[config.mk]
export PLATFORM = sky130hd
export DESIGN_NAME = sfs_status_bank
export DESIGN_NICKNAME = d
export VERILOG_FILES = /design/src/common/sfs_pkg.sv /design/src/logic/sfs_status_bank.sv
export VERILOG_INCLUDE_DIRS = /design/src /design/src/common
export SDC_FILE = /design/constraint.sdc
export NUM_CORES = 1
export LEC_CHECK = 0
export BUFFER_PORTS_ARGS = -buffer_cell sky130_fd_sc_hd__clkbuf_2
export CAP_MARGIN = 30
export CORE_MARGIN = 2
export CORE_UTILIZATION = 45
export CTS_CLUSTER_DIAMETER = 120
export DETAILED_ROUTE_END_ITERATION = 8
export GPL_ROUTABILITY_DRIVEN = 0
export SLEW_MARGIN = 20
export SYNTH_ARGS = -nofsm -noshare
export SYNTH_HDL_FRONTEND = slang
export SYNTH_SLANG_ARGS = --single-unit
[constraint.sdc]
create_clock -name clock_in -period 6.4 [get_ports clock_in]
set_input_delay 0.32 -clock clock_in [delete_from_list [all_inputs] [get_ports clock_in]]
set_output_delay 0.32 -clock clock_in [all_outputs]
set_load 0.01 [all_outputs]
[src/common/sfs_consts.svh]
// Purpose: Constants for the flash status register bank
// Assumes: Opcodes arrive MSB first on the serial data input
// Notes:   Positions not fixed by the pin-level framing are local choices
// Contract
// [RULE1] Busy flag is 1 while program, erase, status write or security op runs.
// [RULE2] While busy, only status reads and suspend are taken; all else dropped.
// [RULE3] Write enable 06h sets the write-enable latch; no direct write to it.
// [RULE4] Latch clears on power-up, 04h, program, erase, status or security writes.
// [RULE5] Three block-protect bits are writable, default 0 protects nothing.
// [RULE6] Top/bottom bit 0 protects from top, 1 from bottom.
// [RULE7] Host always writes sector/block protect bit as 0.
// [RULE8] Protect bits 0,0: status write allowed whenever latch is set.
// [RULE9] Protect bits 0,1: write refused while protect pin low, allowed when high.
// [RULE10] Protect bits 1,0: writes refused until power cycle, which returns 0,0.
// [RULE11] Protect bits 1,1: status writes refused permanently. The code clears both bits at power-on reset.
// [RULE12] Shared pin is hold when select is 0, reset when 1, only if quad is 0.
// [RULE13] Complement bit inverts the protected region.
// [RULE14] Scheme bit picks protect fields or lock bits; locks read 1 after reset.
// [RULE15] Drive bits 00,10,01,11 give 100, 75, 50, 25 percent.
// [RULE16] Security lock bit is one-time; once 1 the security area is read-only. The code clears it at power-on reset.
// [RULE17] Quad enable 1 turns protect and hold pins into data lines.
// [RULE18] Enter-QPI 38h ignored unless quad is 1; quad stays 1 in QPI.
// [RULE19] A status write in QPI cannot clear quad enable.
// [RULE20] Write enable 06h clears the write-fail flag.
// [RULE21] Opcodes 05h, 35h, 15h read status one, two and three.
// [RULE22] 01h writes status one (and two), 31h writes two, 50h volatile enable.
// [RULE23] Write-fail sets on a failed operation; clears on 06h or reset.
// [RULE24] Suspend flag sets on 75h, clears on 7Ah or power cycle.
`ifndef SFS_CONSTS_SVH
`define SFS_CONSTS_SVH
`define SFS_OP_RD1      8'h05
`define SFS_OP_RD2      8'h35
`define SFS_OP_RD3      8'h15
`define SFS_OP_WR1      8'h01
`define SFS_OP_WR2      8'h31
`define SFS_OP_WEN      8'h06
`define SFS_OP_WDIS     8'h04
`define SFS_OP_VWEN     8'h50
`define SFS_OP_QPI_ON   8'h38
`define SFS_OP_QPI_OFF  8'hff
`define SFS_OP_SUSP     8'h75
`define SFS_OP_RESUME   8'h7a
`define SFS_OP_RST_ARM  8'h66
`define SFS_OP_RST_GO   8'h99
`define SFS_OP_PP       8'h02
`define SFS_OP_QPP      8'h32
`define SFS_OP_SE       8'h20
`define SFS_OP_BE32     8'h52
`define SFS_OP_BE64     8'hd8
`define SFS_OP_CE       8'hc7
`define SFS_OP_CE2      8'h60
`define SFS_OP_SSE      8'h44
`define SFS_OP_SSP      8'h42
`define SFS_ST3_ERR     2
`define SFS_ST3_SUSP    7
`define SFS_PIN_RESET   5'h0b
`define SFS_TW_NS       5000
`define SFS_CLK_NS      10
`define SFS_TW_CYC      ((`SFS_TW_NS) / (`SFS_CLK_NS))
`endif

[src/common/sfs_pkg.sv]
// Purpose: Types for the flash status register bank
// Assumes: Nothing
// Notes:   Constants live in sfs_consts.svh
package sfs_pkg;
	typedef logic [7:0] sfs_op_t;
	typedef enum logic [1:0] {SFS_DRV_100, SFS_DRV_50, SFS_DRV_75, SFS_DRV_25} sfs_drv_e;
endpackage

[src/logic/sfs_status_bank.sv]
// Purpose: Status register bank behind the serial flash pins
// Assumes: Serial clock well below clock_in/4; engine signals on clock_in
// Notes:   Non-volatile bits take factory values at power-on reset
`timescale 1ns/100ps
`include "sfs_consts.svh"
module sfs_status_bank import sfs_pkg::*; #(
	parameter int TW_CYC = `SFS_TW_CYC
) (
	input  wire logic       clock_in,
	input  wire logic       rst_n_in,
	input  wire logic       sclk_in,
	input  wire logic       cs_n_in,
	input  wire logic       si_in,
	input  wire logic       wp_n_in,
	input  wire logic       hold_rst_n_in,
	input  wire logic       eng_busy_in,
	input  wire logic       eng_fail_in,
	output logic            so_out,
	output logic            so_oe_out,
	output logic            cmd_valid_out,
	output logic [7:0]      cmd_op_out,
	output logic            busy_out,
	output logic            qpi_mode_out,
	output logic            hold_out,
	output logic            pin_reset_out,
	output logic [6:0]      drive_pct_out,
	output logic [2:0]      prot_bits_out,
	output logic            prot_bottom_out,
	output logic            prot_sector_out,
	output logic            prot_invert_out,
	output logic            prot_locks_out,
	output logic            lock_preset_out,
	output logic            secure_ro_out
);
	// Busy check below expects at least eight busy cycles per non-volatile status write
	if (TW_CYC < 8 || TW_CYC > 65535) begin : g_tw_check
		$error("TW_CYC out of range");
	end

	// ==========================================================
	// Reset release and pin synchronisers
	logic [1:0] rs_q;
	logic       por_n;
	always_ff @(posedge clock_in or negedge rst_n_in) begin
		if (!rst_n_in) rs_q <= 2'h0;
		else rs_q <= {rs_q[0], 1'b1};
	end
	assign por_n = rs_q[1];

	logic [4:0] p1_q, p2_q;
	logic       sclk_prev_q, cs_prev_q;
	always_ff @(posedge clock_in or negedge por_n) begin
		if (!por_n) begin
			p1_q        <= `SFS_PIN_RESET;
			p2_q        <= `SFS_PIN_RESET;
			sclk_prev_q <= 1'b0;
			cs_prev_q   <= 1'b1;
		end else begin
			p1_q        <= {sclk_in, cs_n_in, si_in, wp_n_in, hold_rst_n_in};
			p2_q        <= p1_q;
			sclk_prev_q <= p2_q[4];
			cs_prev_q   <= p2_q[3];
		end
	end
	logic sclk_s, cs_n_s, si_s, wp_n_s, hr_n_s, rise, fall, cs_end;
	assign {sclk_s, cs_n_s, si_s, wp_n_s, hr_n_s} = p2_q;
	assign rise   = sclk_s & ~sclk_prev_q;
	assign fall   = ~sclk_s & sclk_prev_q;
	assign cs_end = cs_n_s & ~cs_prev_q;

	// ==========================================================
	// Status bits
	logic       write_enable_latch_q, vol_en_q, busy_run;
	logic [2:0] prot_q;
	logic       bottom_q, sector_q, sp_low_q, sp_high_q, quad_enable_q, otp_lock_q;
	logic       pin_mode_q, drv_low_q, drv_high_q, invert_q, scheme_q;
	logic       err_q, susp_q, qpi_q, arm_q, soft_rst_q, sw_rst;
	logic [15:0] tw_q;
	logic [7:0] stat1, stat2, stat3;
	assign busy_run = eng_busy_in | (tw_q != 16'h0);
	assign busy_out = busy_run; // [RULE1]
	assign stat1 = {sp_low_q, sector_q, bottom_q, prot_q, write_enable_latch_q, busy_run};
	assign stat2 = {scheme_q, invert_q, drv_high_q, drv_low_q, pin_mode_q, otp_lock_q,
		quad_enable_q, sp_high_q};
	always_comb begin
		stat3 = 8'h00;
		stat3[`SFS_ST3_ERR]  = err_q;
		stat3[`SFS_ST3_SUSP] = susp_q;
	end

	// Shared pin acts only while quad mode leaves it a control pin
	assign pin_reset_out = ~quad_enable_q & pin_mode_q & ~hr_n_s; // [RULE12] [RULE17]
	assign hold_out = ~quad_enable_q & ~pin_mode_q & ~hr_n_s & ~cs_n_s; // [RULE12] [RULE17]
	assign sw_rst = pin_reset_out | soft_rst_q;

	// ==========================================================
	// Serial framing
	logic [7:0] sh_q, op_q, d1_q, d2_q, inb;
	logic [2:0] bit_q;
	logic [1:0] nb_q;
	assign inb = {sh_q[6:0], si_s};
	always_ff @(posedge clock_in or negedge por_n) begin
		if (!por_n) begin
			sh_q  <= 8'h00;
			op_q  <= 8'h00;
			d1_q  <= 8'h00;
			d2_q  <= 8'h00;
			bit_q <= 3'h0;
			nb_q  <= 2'h0;
		end else if (cs_n_s || sw_rst) begin
			bit_q <= 3'h0;
			nb_q  <= 2'h0;
		end else if (rise && !hold_out) begin
			sh_q  <= inb;
			bit_q <= bit_q + 3'h1;
			if (bit_q == 3'h7) begin
				if (nb_q != 2'h3) nb_q <= nb_q + 2'h1;
				case (nb_q)
					2'h0: op_q <= inb;
					2'h1: d1_q <= inb;
					2'h2: d2_q <= inb;
					default: ;
				endcase
			end
		end
	end

	// ==========================================================
	// Command decode, applied when chip select rises on a byte boundary
	logic exec, accept, is_rd, sp_open, wr_go, pe_op;
	assign exec   = cs_end && bit_q == 3'h0 && nb_q != 2'h0 && !sw_rst;
	assign is_rd  = op_q == `SFS_OP_RD1 || op_q == `SFS_OP_RD2 || op_q == `SFS_OP_RD3;
	assign accept = !busy_run || is_rd || op_q == `SFS_OP_SUSP; // [RULE2]
	// Pin protection only counts while the pin is not a data line
	assign sp_open = ({sp_high_q, sp_low_q} == 2'b00) || // [RULE8]
		({sp_high_q, sp_low_q} == 2'b01 && (wp_n_s || quad_enable_q)); // [RULE9] [RULE10] [RULE11]
	assign wr_go = exec && accept && sp_open && (write_enable_latch_q || vol_en_q) &&
		((op_q == `SFS_OP_WR1 && nb_q != 2'h1) || (op_q == `SFS_OP_WR2 && nb_q == 2'h2));
	assign pe_op = op_q == `SFS_OP_PP || op_q == `SFS_OP_QPP || op_q == `SFS_OP_SE ||
		op_q == `SFS_OP_BE32 || op_q == `SFS_OP_BE64 || op_q == `SFS_OP_CE ||
		op_q == `SFS_OP_CE2 || op_q == `SFS_OP_SSE || op_q == `SFS_OP_SSP ||
		op_q == `SFS_OP_WR1 || op_q == `SFS_OP_WR2;

	// Write-enable latch and volatile enable
	always_ff @(posedge clock_in or negedge por_n) begin
		if (!por_n) begin
			write_enable_latch_q <= 1'b0; // [RULE4]
			vol_en_q             <= 1'b0;
		end else if (sw_rst) begin
			write_enable_latch_q <= 1'b0;
			vol_en_q             <= 1'b0;
		end else if (exec && accept) begin
			if (op_q == `SFS_OP_WEN) write_enable_latch_q <= 1'b1; // [RULE3]
			else if (op_q == `SFS_OP_WDIS || pe_op) write_enable_latch_q <= 1'b0; // [RULE4]
			if (op_q == `SFS_OP_VWEN) vol_en_q <= 1'b1; // [RULE22]
			else vol_en_q <= 1'b0;
		end
	end

	// Configuration bits; power-on restores factory zeros, so 1,0 lock-down ends here
	always_ff @(posedge clock_in or negedge por_n) begin
		if (!por_n) begin
			{prot_q, bottom_q, sector_q, sp_low_q} <= 6'h00; // [RULE5] [RULE10]
			{sp_high_q, quad_enable_q, otp_lock_q, pin_mode_q} <= 4'h0;
			{drv_low_q, drv_high_q, invert_q, scheme_q} <= 4'h0;
		end else if (wr_go) begin
			if (op_q == `SFS_OP_WR1) begin
				{sp_low_q, sector_q, bottom_q, prot_q} <= d1_q[7:2]; // [RULE5] [RULE22]
			end
			if (op_q == `SFS_OP_WR2 || nb_q == 2'h3) begin
				sp_high_q  <= (op_q == `SFS_OP_WR2) ? d1_q[0] : d2_q[0];
				otp_lock_q <= otp_lock_q | ((op_q == `SFS_OP_WR2) ? d1_q[2] : d2_q[2]); // [RULE16]
				// QPI mode pins quad enable high
				quad_enable_q <= ((op_q == `SFS_OP_WR2) ? d1_q[1] : d2_q[1]) | qpi_q; // [RULE19]
				{scheme_q, invert_q, drv_high_q, drv_low_q, pin_mode_q} <=
					(op_q == `SFS_OP_WR2) ? d1_q[7:3] : d2_q[7:3]; // [RULE13] [RULE14]
			end
		end
	end

	// Busy timer of a non-volatile status write
	always_ff @(posedge clock_in or negedge por_n) begin
		if (!por_n) tw_q <= 16'h0;
		else if (sw_rst) tw_q <= 16'h0;
		else if (wr_go && !vol_en_q) tw_q <= 16'(TW_CYC); // [RULE1]
		else if (tw_q != 16'h0) tw_q <= tw_q - 16'h1;
	end

	// Event flags: a set in the clearing cycle wins
	always_ff @(posedge clock_in or negedge por_n) begin
		if (!por_n) begin
			err_q  <= 1'b0;
			susp_q <= 1'b0;
		end else begin
			err_q  <= eng_fail_in | (err_q & ~sw_rst & // [RULE23]
				~(exec && accept && op_q == `SFS_OP_WEN)); // [RULE20]
			susp_q <= (exec && op_q == `SFS_OP_SUSP) | // [RULE24]
				(susp_q & ~(exec && accept && op_q == `SFS_OP_RESUME));
		end
	end

	// QPI mode and two-step software reset
	always_ff @(posedge clock_in or negedge por_n) begin
		if (!por_n) begin
			qpi_q      <= 1'b0;
			arm_q      <= 1'b0;
			soft_rst_q <= 1'b0;
		end else begin
			soft_rst_q <= exec && accept && arm_q && op_q == `SFS_OP_RST_GO;
			if (sw_rst) begin
				qpi_q <= 1'b0;
				arm_q <= 1'b0;
			end else if (exec && accept) begin
				arm_q <= op_q == `SFS_OP_RST_ARM;
				if (op_q == `SFS_OP_QPI_ON && quad_enable_q) qpi_q <= 1'b1; // [RULE18]
				else if (op_q == `SFS_OP_QPI_OFF) qpi_q <= 1'b0;
			end
		end
	end

	// ==========================================================
	// Engine hand-off and configuration outputs
	always_ff @(posedge clock_in or negedge por_n) begin
		if (!por_n) begin
			cmd_valid_out   <= 1'b0;
			cmd_op_out      <= 8'h00;
			lock_preset_out <= 1'b1; // [RULE14]
			drive_pct_out   <= 7'd100;
		end else begin
			cmd_valid_out   <= exec && accept && !is_rd && op_q != `SFS_OP_WR1 &&
				op_q != `SFS_OP_WR2 && op_q != `SFS_OP_WEN && op_q != `SFS_OP_WDIS &&
				op_q != `SFS_OP_VWEN; // [RULE2]
			if (exec && accept) cmd_op_out <= op_q;
			lock_preset_out <= sw_rst; // [RULE14]
			case (sfs_drv_e'({drv_high_q, drv_low_q})) // [RULE15]
				SFS_DRV_100: drive_pct_out <= 7'd100;
				SFS_DRV_75:  drive_pct_out <= 7'd75;
				SFS_DRV_50:  drive_pct_out <= 7'd50;
				default:     drive_pct_out <= 7'd25;
			endcase
		end
	end
	assign qpi_mode_out    = qpi_q;
	assign prot_bits_out   = prot_q;
	assign prot_bottom_out = bottom_q; // [RULE6]
	assign prot_sector_out = sector_q; // [RULE7]
	assign prot_invert_out = invert_q; // [RULE13]
	assign prot_locks_out  = scheme_q; // [RULE14]
	assign secure_ro_out   = otp_lock_q; // [RULE16]

	// ==========================================================
	// Status read-out: live value, new bit after each falling serial edge
	logic [7:0] rd_byte;
	always_comb begin
		case (op_q)
			`SFS_OP_RD1: rd_byte = stat1; // [RULE21]
			`SFS_OP_RD2: rd_byte = stat2;
			default:     rd_byte = stat3;
		endcase
	end
	always_ff @(posedge clock_in or negedge por_n) begin
		if (!por_n) begin
			so_out    <= 1'b0;
			so_oe_out <= 1'b0;
		end else begin
			so_oe_out <= !cs_n_s && !hold_out && !sw_rst && is_rd && nb_q != 2'h0;
			if (fall) so_out <= rd_byte[3'h7 - bit_q]; // [RULE21]
		end
	end
endmodule

=== After elaboration in Yosys (flattened, before gate mapping) ===
Index checks and enable logic that the tools add are counted.

* Bits in registers: 106
* Bits in latches: 0
* Memories kept: 0
* Bits in writable memories: 0
* Output and inout port bits: 31
* ROM bits: 0
* Input bits: 9

* Mux-type cells: 30
* Shift operators: 0
* Multipliers: 0
* Div/mod/pow operators: 0
* Equal/unequal tests: 37
* Add/subtract/negate cells: 4
* $lt $le $gt $ge: 1
* Reduce and logical (&&, ||, !) cells: 77
* Bitwise gates (word level): 28

{| class="wikitable"
|+ Operators by type and width
! cell !! count
|-
| $eq 8x7->1 const B || 8
|-
| $mux 16 || 3
|-
| $eq 8x6->1 const B || 5
|-
| $eq 8x8->1 const B || 4
|-
| $logic_and 1x1->1 || 28
|-
| $eq 8x3->1 const B || 3
|-
| $logic_or 1x1->1 || 21
|-
| $pmux 7 s3 || 1
|-
| $mux 1 || 17
|-
| $ne 8x3->1 const B || 2
|-
| $pmux 8 s2 || 1
|-
| $reduce_bool 16->1 || 1
|-
| $sub 16x1->16 const B || 1
|-
| $reduce_and 4->1 || 3
|-
| $and 1x1->1 || 11
|-
| $not 1->1 || 11
|-
| $reduce_and 2->1 || 5
|-
| $reduce_bool 2->1 || 5
|-
| $reduce_bool 3->1 || 3
|-
| $eq 8x1->1 const B || 1
|-
| $eq 8x2->1 const B || 1
|-
| $eq 8x5->1 const B || 1
|-
| $mux 2 || 4
|-
| $ne 8x1->1 const B || 1
|-
| other kinds (19) || 36
|}

=== Longest topological paths before layout ===
Gate-level depths: netlist of run 1.

* Word-level depth: 16
* Mapped depth: 10
* Mapped depth without buffers: 7

=== Worst setup path before layout of run 1 ===
No wires, ideal clock.

* Path kind: register to register
* Start point: register bit_q[1]
* End point: register pin_mode_q
* Data required time: 6.275 ns
* Path buffers: 0
* Stages on the path, launching flop included: 8
* Library setup time: 0.125 ns
* Arrival time: 2.270 ns
* Path slack: 4.005 ns
* Path through: dfrtp_1 inv_1 ha_1 or3b_2 nor4_1 a22oi_2 nor3_4 mux2_2

* Longest elaborated chain between the ends: 9

{| class="wikitable"
|+ RTL lines
! element !! RTL line !! source
|-
| start, declared || sfs_status_bank.sv:99 || <nowiki>logic [2:0] bit_q;</nowiki>
|-
| start signal, assigned || sfs_status_bank.sv:115 || <nowiki>bit_q <= bit_q + 3'h1;</nowiki>
|-
| $logic_not 3->1 || sfs_status_bank.sv:131 || <nowiki>assign exec = cs_end && bit_q == 3'h0 && nb_q != 2'h0 && !sw_rst;</nowiki>
|-
| $logic_and 1x1->1 (3 in a row) || sfs_status_bank.sv:131 ||
|-
| $logic_and 1x1->1 (4 in a row) || sfs_status_bank.sv:137 || <nowiki>assign wr_go = exec && accept && sp_open && (write_enable_latch_q || vol_en_q) &&</nowiki>
|-
| $reduce_and 2->1 (no line) || n/a ||
|-
| end signal, assigned || sfs_status_bank.sv:175 || <nowiki>{scheme_q, invert_q, drv_high_q, drv_low_q, pin_mode_q} <=</nowiki>
|-
| end, declared || sfs_status_bank.sv:76 || <nowiki>logic pin_mode_q, drv_low_q, drv_high_q, invert_q, scheme_q;</nowiki>
|}

No other way between the ends.
A chain may end at the register's enable or synchronous reset.

=== Worst setup path in the final report of run 1 ===
* Start point: register bit_q[1]
* End point: register scheme_q, in the netlist prot_locks_out

* Longest elaborated chain between the ends: 9

{| class="wikitable"
|+ RTL lines
! element !! RTL line
|-
| $logic_not 3->1 || sfs_status_bank.sv:131
|-
| $logic_and 1x1->1 (3 in a row) || sfs_status_bank.sv:131
|-
| $logic_and 1x1->1 (4 in a row) || sfs_status_bank.sv:137
|-
| $reduce_and 2->1 (no line) || n/a
|-
| end signal, assigned || sfs_status_bank.sv:175
|-
| end, declared || sfs_status_bank.sv:76
|}

No other way between the ends.

==> results of run 1 <==
==> power breakdown <==
group	internal, mW	leakage, nW	total [mW]	switching [mW]
Sequential	0.682	1.30	0.709	0.0268
Combinational	0.0169	1.11	0.0362	0.0193
Clock	0.151	0.0922	0.394	0.243
Total	0.850	2.50	1.14	0.289
==> state kept, by name, summed over array words and instances (netlist names), 2 cells and up <==
register       count
op_q               8
tw_q              16
drive_pct_out      6
d2_q               8
prot_bits_out      3
rs_q               2
p2_q               5
cmd_op_out         8
bit_q              3
sh_q               7
p1_q               5
nb_q               2
d1_q               8
==> area by class of cell <==
cell class	count	area, um2
fill	990	5318
tap	140	175.2
clock buffer	10	127.6
timing repair buffer	43	230.2
clock inverter	6	61.31
inverter	9	33.78
sequential	105	2645
multi-input combinational	283	2250
==> per-stage QoR <==
step           cell area [um2]  utilization, %  power [mW]
3_3_place_gp              5314           49.02      0.7562
4_1_cts                   5513           50.85       1.151
6_report                  5523           50.95       1.139
3_5_place_dp              5314           49.02      0.7580
2_1_floorplan             5002               -      0.7348
5_1_grt                   5523           50.95       1.181
==> cell families (layout without fill, tap and decap cells) <==
logic type / after synthesis / in the layout / synth area share [%]
AND/OR/NAND/NOR: 145 / 145 / 18.48
flip-flops: 105 / 105 / 52.80
multiplexers: 59 / 59 / 13.16
AO/OA/AOI/OAI: 47 / 47 / 6.853
buffers and inverters: 26 / 68 / 2.226
XOR/XNOR: 18 / 18 / 3.152
adder cells (fa/ha/maj): 13 / 13 / 3.252
other: 1 / 1 / 0.07497
==> worst max path at each step <==
stage	startpoint	to	slack [ps]	cells past startpoint
finish	bit_q[1]$_DFFE_PN0P_	prot_locks_out$_DFFE_PN0P_	3580	8
floorplan	rs_q[1]$_DFF_PN0_	arm_q$_DFFE_PN0P_	3280	0
detailed placement	bit_q[1]$_DFFE_PN0P_	pin_mode_q$_DFFE_PN0P_	3580	8
CTS	bit_q[1]$_DFFE_PN0P_	pin_mode_q$_DFFE_PN0P_	3550	8
global placement	bit_q[1]$_DFFE_PN0P_	quad_enable_q$_DFFE_PN0P_	3630	8
global route	bit_q[1]$_DFFE_PN0P_	pin_mode_q$_DFFE_PN0P_	3380	8
==> synthesized netlist by cell type, drive strengths merged, types with 2 or more instances <==
cell type  number  share of area [%]
a31oi           2               0.25
xor2            9                1.6
buf             4               0.58
a21o            2               0.30
nor4b           6                1.4
nor3           24                3.1
clkbuf         13               0.98
or2             4               0.50
nand2b          7               0.88
dfrtp          94                 47
nor4bb          3               0.60
nand3          13                1.3
o21ai           6               0.60
nand2          17                1.3
dfstp          11                5.8
mux2i           5                1.0
and4            4               0.70
or3             4               0.50
and2            2               0.25
a21oi          13                1.3
nor2b           4               0.50
or3b            2               0.35
nor4           13                2.4
inv             8               0.60
xnor2           9                1.6
a221oi          6                1.1
nor2           21                1.6
mux2           54                 12
a31o            2               0.35
and3            3               0.38
nor3b           2               0.30
a22o            3               0.53
ha             13                3.3
nand4           4               0.50
or4             7                1.1
a22oi           3               0.55
==> cells in the final DEF (no fill, tap or decap), drive strengths merged, types with 3 or more instances in the layout <==
cell / n
xor2: 9
xnor2: 9
a221oi: 6
clkbuf: 49
and3: 3
o21ai: 6
nor4: 13
nand2b: 7
a22oi: 3
nor2: 21
mux2i: 5
dfrtp: 94
or3: 4
nor4b: 6
inv: 11
and4: 4
nor3: 24
dfstp: 11
or2: 4
nor4bb: 3
nor2b: 4
ha: 13
nand4: 4
a21oi: 13
a22o: 3
or4: 7
nand3: 13
mux2: 54
nand2: 17
clkinv: 3
==> critical path, cell delays in order, from the launching register on <==
cell                      delay [ps]
sky130_fd_sc_hd__dfrtp_1         490
sky130_fd_sc_hd__inv_1           200
sky130_fd_sc_hd__ha_1            200
sky130_fd_sc_hd__or3b_2          440
sky130_fd_sc_hd__nor4_1          230
sky130_fd_sc_hd__a22oi_2          70
sky130_fd_sc_hd__buf_4           250
sky130_fd_sc_hd__nor3_4          440
sky130_fd_sc_hd__mux2_2          390
==> metal layers <==
| layer | routed length (um) | vias up | global-route usage (%) |
|---|---|---|---|
| met4 | 216 | 0 | 5.787 |
| met5 | 0 | - | 0 |
| li1 | - | 1603 | - |
| met1 | 4996 | 1730 | 27.54 |
| met2 | 5155 | 73 | 31.08 |
| met3 | 411 | 18 | 3.675 |
==> repair_timing <==
item,4_1_cts,5_1_grt
endpoints found under the hold margin,2,1
hold buffers,1,1
setup endpoints to repair,0,0
==> out/summary.md, run 1 <==
* clk_skew: 15.73 ps
* first-pass GRT wire length: 18020 um
* Worst Max-Slew Pin Slew: 910.5 ps
* Mapped Area: 0.005002 mm2
* number of nets with antenna violations after detailed routing: 0
* hold violation total from the final report: 0
* result of the run: completed
* Cells after DPL: 578
* placeable core area: 0.01084 mm2
* number of iterations in the first detailed-routing pass: 4
* VDD IR-drop max: 0.09651 mV
* Buffers on Ports: 39
* initial drt markers: 221
* highest clock rate: 354.5 MHz
* post-CTS sizing: 0
* slew margin rel.: 38.74%
* total of warnings raised by yosys: 0
* nets in the synthesized netlist: 436
* setup slack of the most critical reg-to-reg path: 3580 ps
* vertical extent of the die: 109.4 um
* crit path kind: flop to flop
* portion of the clock cycle consumed by the worst path in the final layout: 44.08%
* Main synth FF type: sky130_fd_sc_hd__dfrtp_1
* data required time at the worst endpoint: 6650 ps
* synthesized area divided by synthesized cell count: 12.08 um2
* Clk pin slew, worst setup/hold paths: 110 ps
* minimum hold slack: 28.77 ps
* minimum setup slack in the final design: 3579 ps
* Min Clock Period, post-route: 2821 ps
* launch point of the worst reg-to-reg path: bit_q[1]$_DFFE_PN0P_
* share of cells above drive strength 1: 30.70%
* Worst Setup Slack post-DPL: 3581 ps
* wirelength, routed: 10780 um
* Initial Util: 46.14%
* cts bufs inserted: 9
* number of cell instances on the worst register-to-register path: 8
* clock tree from TritonCTS: done
* CTS max path bufs: 2
* number of enable-type register cells in the synthesized netlist: 0
* part of the Yosys area used for sequential elements: 52.80%
* I/O pins: 40
* post-CTS repair timing setup buffer count: 0
* final setup fails: 0
* total track usage: 19.61%
* Post-route DRC: 0
* number of antenna violations at the first check in global routing: 0
* full die area: 0.01198 mm2
* average vias per placed instance: 5.745
* startpoint class of the critical path: flop
* pin count of the biggest net entering global routing: 66
* total gr overflow: 0
* Die Wd: 109.4 um
* relative area change from synthesis to final layout: 10.41%
* DP HPWL: 7583 um
* vias in the first global route: 3416
* master cell of the clock root buffer: sky130_fd_sc_hd__clkbuf_8
* Worst Hold Launch: cs_n_in
* Critical Path Fanout Max: 22
* final cell count without fillers: 596
* cell leakage power: 2.502 nW
* total negative setup slack: 0 ps
* capturing point of the worst reg2reg path: prot_locks_out$_DFFE_PN0P_
* deepest level of the CTS H-tree: 3
* total number of vias: 3424
* Async SR Flop Fraction: 100.0%
* Core Rows: 38
* Num Clock Sinks: 105
* clock insertion delay at the later pin of the skew report: 360 ps
* power density normalized to cell area: 206.3 mW/mm2
* flip-flop and latch count after synthesis: 105
* layout net count: 473
* WHS Path Cells: 1
* crit path DAT: 3070 ps
* max-cap violation count: 0
* Antenna Diode Count: 0
* setup repair after global routing missed its margin: false
* type of element capturing the critical path: flop
* Unique masters post-synth: 61
* number of standard cells after synthesis: 414
* average wire length per cell after detail routing: 18.09 um
* end of the worst hold path: p1_q[3]$_DFF_PN1_
* worst hold path type: primary input to flop
* fin. max-slew vios: 0
Note: power is estimated with default switching activity, not from simulation.
==> run 2, diff against run 1 <==
PLACE_DENSITY = 0.65   (was not set)
clock period = 2.46 ns   (was 6.4 ns; I/O delays follow)
==> run 2 against run 1 <==
Effect of this change: register-to-register slack worse by 3500 ps; routed wire length up 4.7%; global-route usage up 0.62 points; clock skew up 2.1 ps; combinational power rose to 3.4 times the previous value; largest cell class unchanged; clock-buffer cell count down 1; sequential power rose to 2.6 times the previous value; flip-flop and latch count unchanged; core utilization up 3.5 points; critical path depth unchanged; die area unchanged; cell count up 6.9%.
==> out/summary.md, run 2 (synthesis gave the netlist of run 1 again) <==
* Clk pin slew, worst setup/hold paths: 110 ps
* Num Clock Sinks: 105
* crit path kind: flop to flop
* crit path DAT: 2650 ps
* capturing point of the worst reg2reg path: prot_bits_out[2]$_DFFE_PN0P_
* placeable core area: 0.01084 mm2
* total track usage: 20.23%
* first element of the critical path: nb_q[0]$_DFFE_PN0P_
* I/O pins: 40
* Min Clock Period, post-route: 2385 ps
* startpoint class of the critical path: flop
* setup repair after global routing missed its margin: false
* Initial Util: 46.14%
* share of the core filled with cells in the final layout: 54.40%
* number of nets with antenna violations after detailed routing: 0
* hold violation total from the final report: 0
* clock tree from TritonCTS: done
* first-pass GRT wire length: 18800 um
* minimum hold slack: 55.63 ps
* Post-route DRC: 0
* slew margin rel.: 51.10%
* number of flip-flops in the largest register: 16
* final setup fails: 0
* VDD IR-drop max: 0.3912 mV
* total negative setup slack: 0 ps
* top library cells by usage in the layout, fill and taps aside: sky130_fd_sc_hd__dfrtp_1, sky130_fd_sc_hd__mux2_2, sky130_fd_sc_hd__clkbuf_2
* cell type of the slowest stage on the worst timing path: sky130_fd_sc_hd__or4b_4
* number of antenna violations at the first check in global routing: 0
* result of the run: completed
* DP HPWL: 8006 um
* worst hold path type: primary input to async pin
* Critical Path Fanout Max: 6
* gate family responsible for the most delay along the worst path: simple AND/OR/NAND/NOR gates
* layout net count: 514
* fin. max-slew vios: 0
* register with the most flip-flops: tw_q
* crit path buf inv count: 2
* vertical extent of the die: 109.4 um
* average wire length per cell after detail routing: 17.72 um
* CTS max path bufs: 2
* full die area: 0.01198 mm2
* max-cap violation count: 0
* launch point of the worst reg-to-reg path: nb_q[0]$_DFFE_PN0P_
* power density normalized to cell area: 505.6 mW/mm2
* delay contributed by the slowest stage of the critical path: 590 ps
* total gr overflow: 0
* setup slack of the most critical reg-to-reg path: 70 ps
* average vias per placed instance: 5.666
* master cell of the clock root buffer: sky130_fd_sc_hd__clkbuf_8
* pin count of the biggest net entering global routing: 62
* Buffers on Ports: 39
* share of cells above drive strength 1: 36.02%
* fill count: 941
* number of cell instances on the worst register-to-register path: 8
* list of cells traversed by the critical path: buf_4 -> ha_1 -> nor3_1 -> a21oi_1 -> or4b_4 -> nor3_4 -> buf_12 -> mux2_2
* endpoint of the most critical setup path: prot_bits_out[2]$_DFFE_PN0P_
* vias in the first global route: 3642
* data required time at the worst endpoint: 2720 ps
* cts bufs inserted: 9
* clk_skew: 17.78 ps
* deepest level of the CTS H-tree: 3
* number of gates on the worst path with buffers counted: 8
* Core Rows: 38
* clock insertion delay at the later pin of the skew report: 370 ps
* Antenna Diode Count: 0
* minimum setup slack in the final design: 74.70 ps
* type of element capturing the critical path: flop
* number of iterations in the first detailed-routing pass: 5
* most common cell after layout, fill and taps aside: sky130_fd_sc_hd__dfrtp_1
* total number of vias: 3609
* Worst Max-Slew Pin Slew: 730.8 ps
* Die Wd: 109.4 um
* portion of the clock cycle consumed by the worst path in the final layout: 96.96%
* highest clock rate: 419.2 MHz
* wirelength, routed: 11290 um
* Worst Setup Slack post-DPL: 38.10 ps
* relative area change from synthesis to final layout: 17.88%
* initial drt markers: 288
* cell leakage power: 2.720 nW
-- run 2: changes by cell type in the layout (fill, tap and decap cells not counted), sizes merged --
cell,before,now
buf,2,38
clkinv,3,4
clkbuf,49,48
dlygate4sd3,2,7
-- run 2: cell type report --
| type | instances | area (um2) | share of cell area (%) |
|---|---|---|---|
| inverter | 9 | 33.78 | 0.5729 |
| sequential | 105 | 2645 | 44.85 |
| multi-input combinational | 283 | 2270 | 38.49 |
| clock buffer | 9 | 123.9 | 2.101 |
| timing repair buffer | 84 | 588.1 | 9.972 |
| tap | 140 | 175.2 | 2.971 |
| clock inverter | 7 | 61.31 | 1.040 |
-- run 2: worst reg2reg max path, cell delays in order (launching register included) --
cell and delay, ps:
sky130_fd_sc_hd__dfrtp_1 390, sky130_fd_sc_hd__buf_4 150, sky130_fd_sc_hd__ha_1 210, sky130_fd_sc_hd__nor3_1 150
sky130_fd_sc_hd__a21oi_1 80, sky130_fd_sc_hd__or4b_4 590, sky130_fd_sc_hd__nor3_4 240, sky130_fd_sc_hd__buf_12 150
sky130_fd_sc_hd__mux2_2 330
-- run 2: timing repair --
item	4_1_cts	5_1_grt
gates resized for setup	0	3
hold buffers	7	0
endpoints found under the hold margin	8	0
setup endpoints to repair	0	35
setup buffers	0	2
-- run 2: stage by stage --
step           std cells  instance area, um2  total power [mW]
2_1_floorplan        414                5004             1.912
3_3_place_gp         612                5582             1.975
3_5_place_dp         612                5582             1.981
4_1_cts              635                5837             3.016
5_1_grt              637                5897             3.112
6_report             637                5897             2.981
-- run 2: worst min path at each step --
stage / start / to / slack, ps / depth (start not counted)
detailed placement: rst_n_in / rs_q[1]$_DFF_PN0_ / -90 / 1
global placement: rst_n_in / rs_q[0]$_DFF_PN0_ / -90 / 1
global route: rst_n_in / rs_q[1]$_DFF_PN0_ / 60 / 2
floorplan: rst_n_in / rs_q[0]$_DFF_PN0_ / -170 / 0
finish: rst_n_in / rs_q[1]$_DFF_PN0_ / 60 / 2
CTS: rst_n_in / rs_q[1]$_DFF_PN0_ / 40 / 2
-- run 2: routing by layer --
metal | share of wire (%) | GRT usage (%)
met5 | 0 | 0
met4 | 1.6 | 7.052
met3 | 4.5 | 2.786
met2 | 47 | 31.88
met1 | 47 | 28.79
-- run 2: where the power goes --
part | switching, mW | leakage [nW] | internal [mW]
clock | 0.639 | 0.0936 | 0.388
combinational | 0.0646 | 1.33 | 0.0582
sequential | 0.0572 | 1.30 | 1.77
total | 0.761 | 2.72 | 2.22
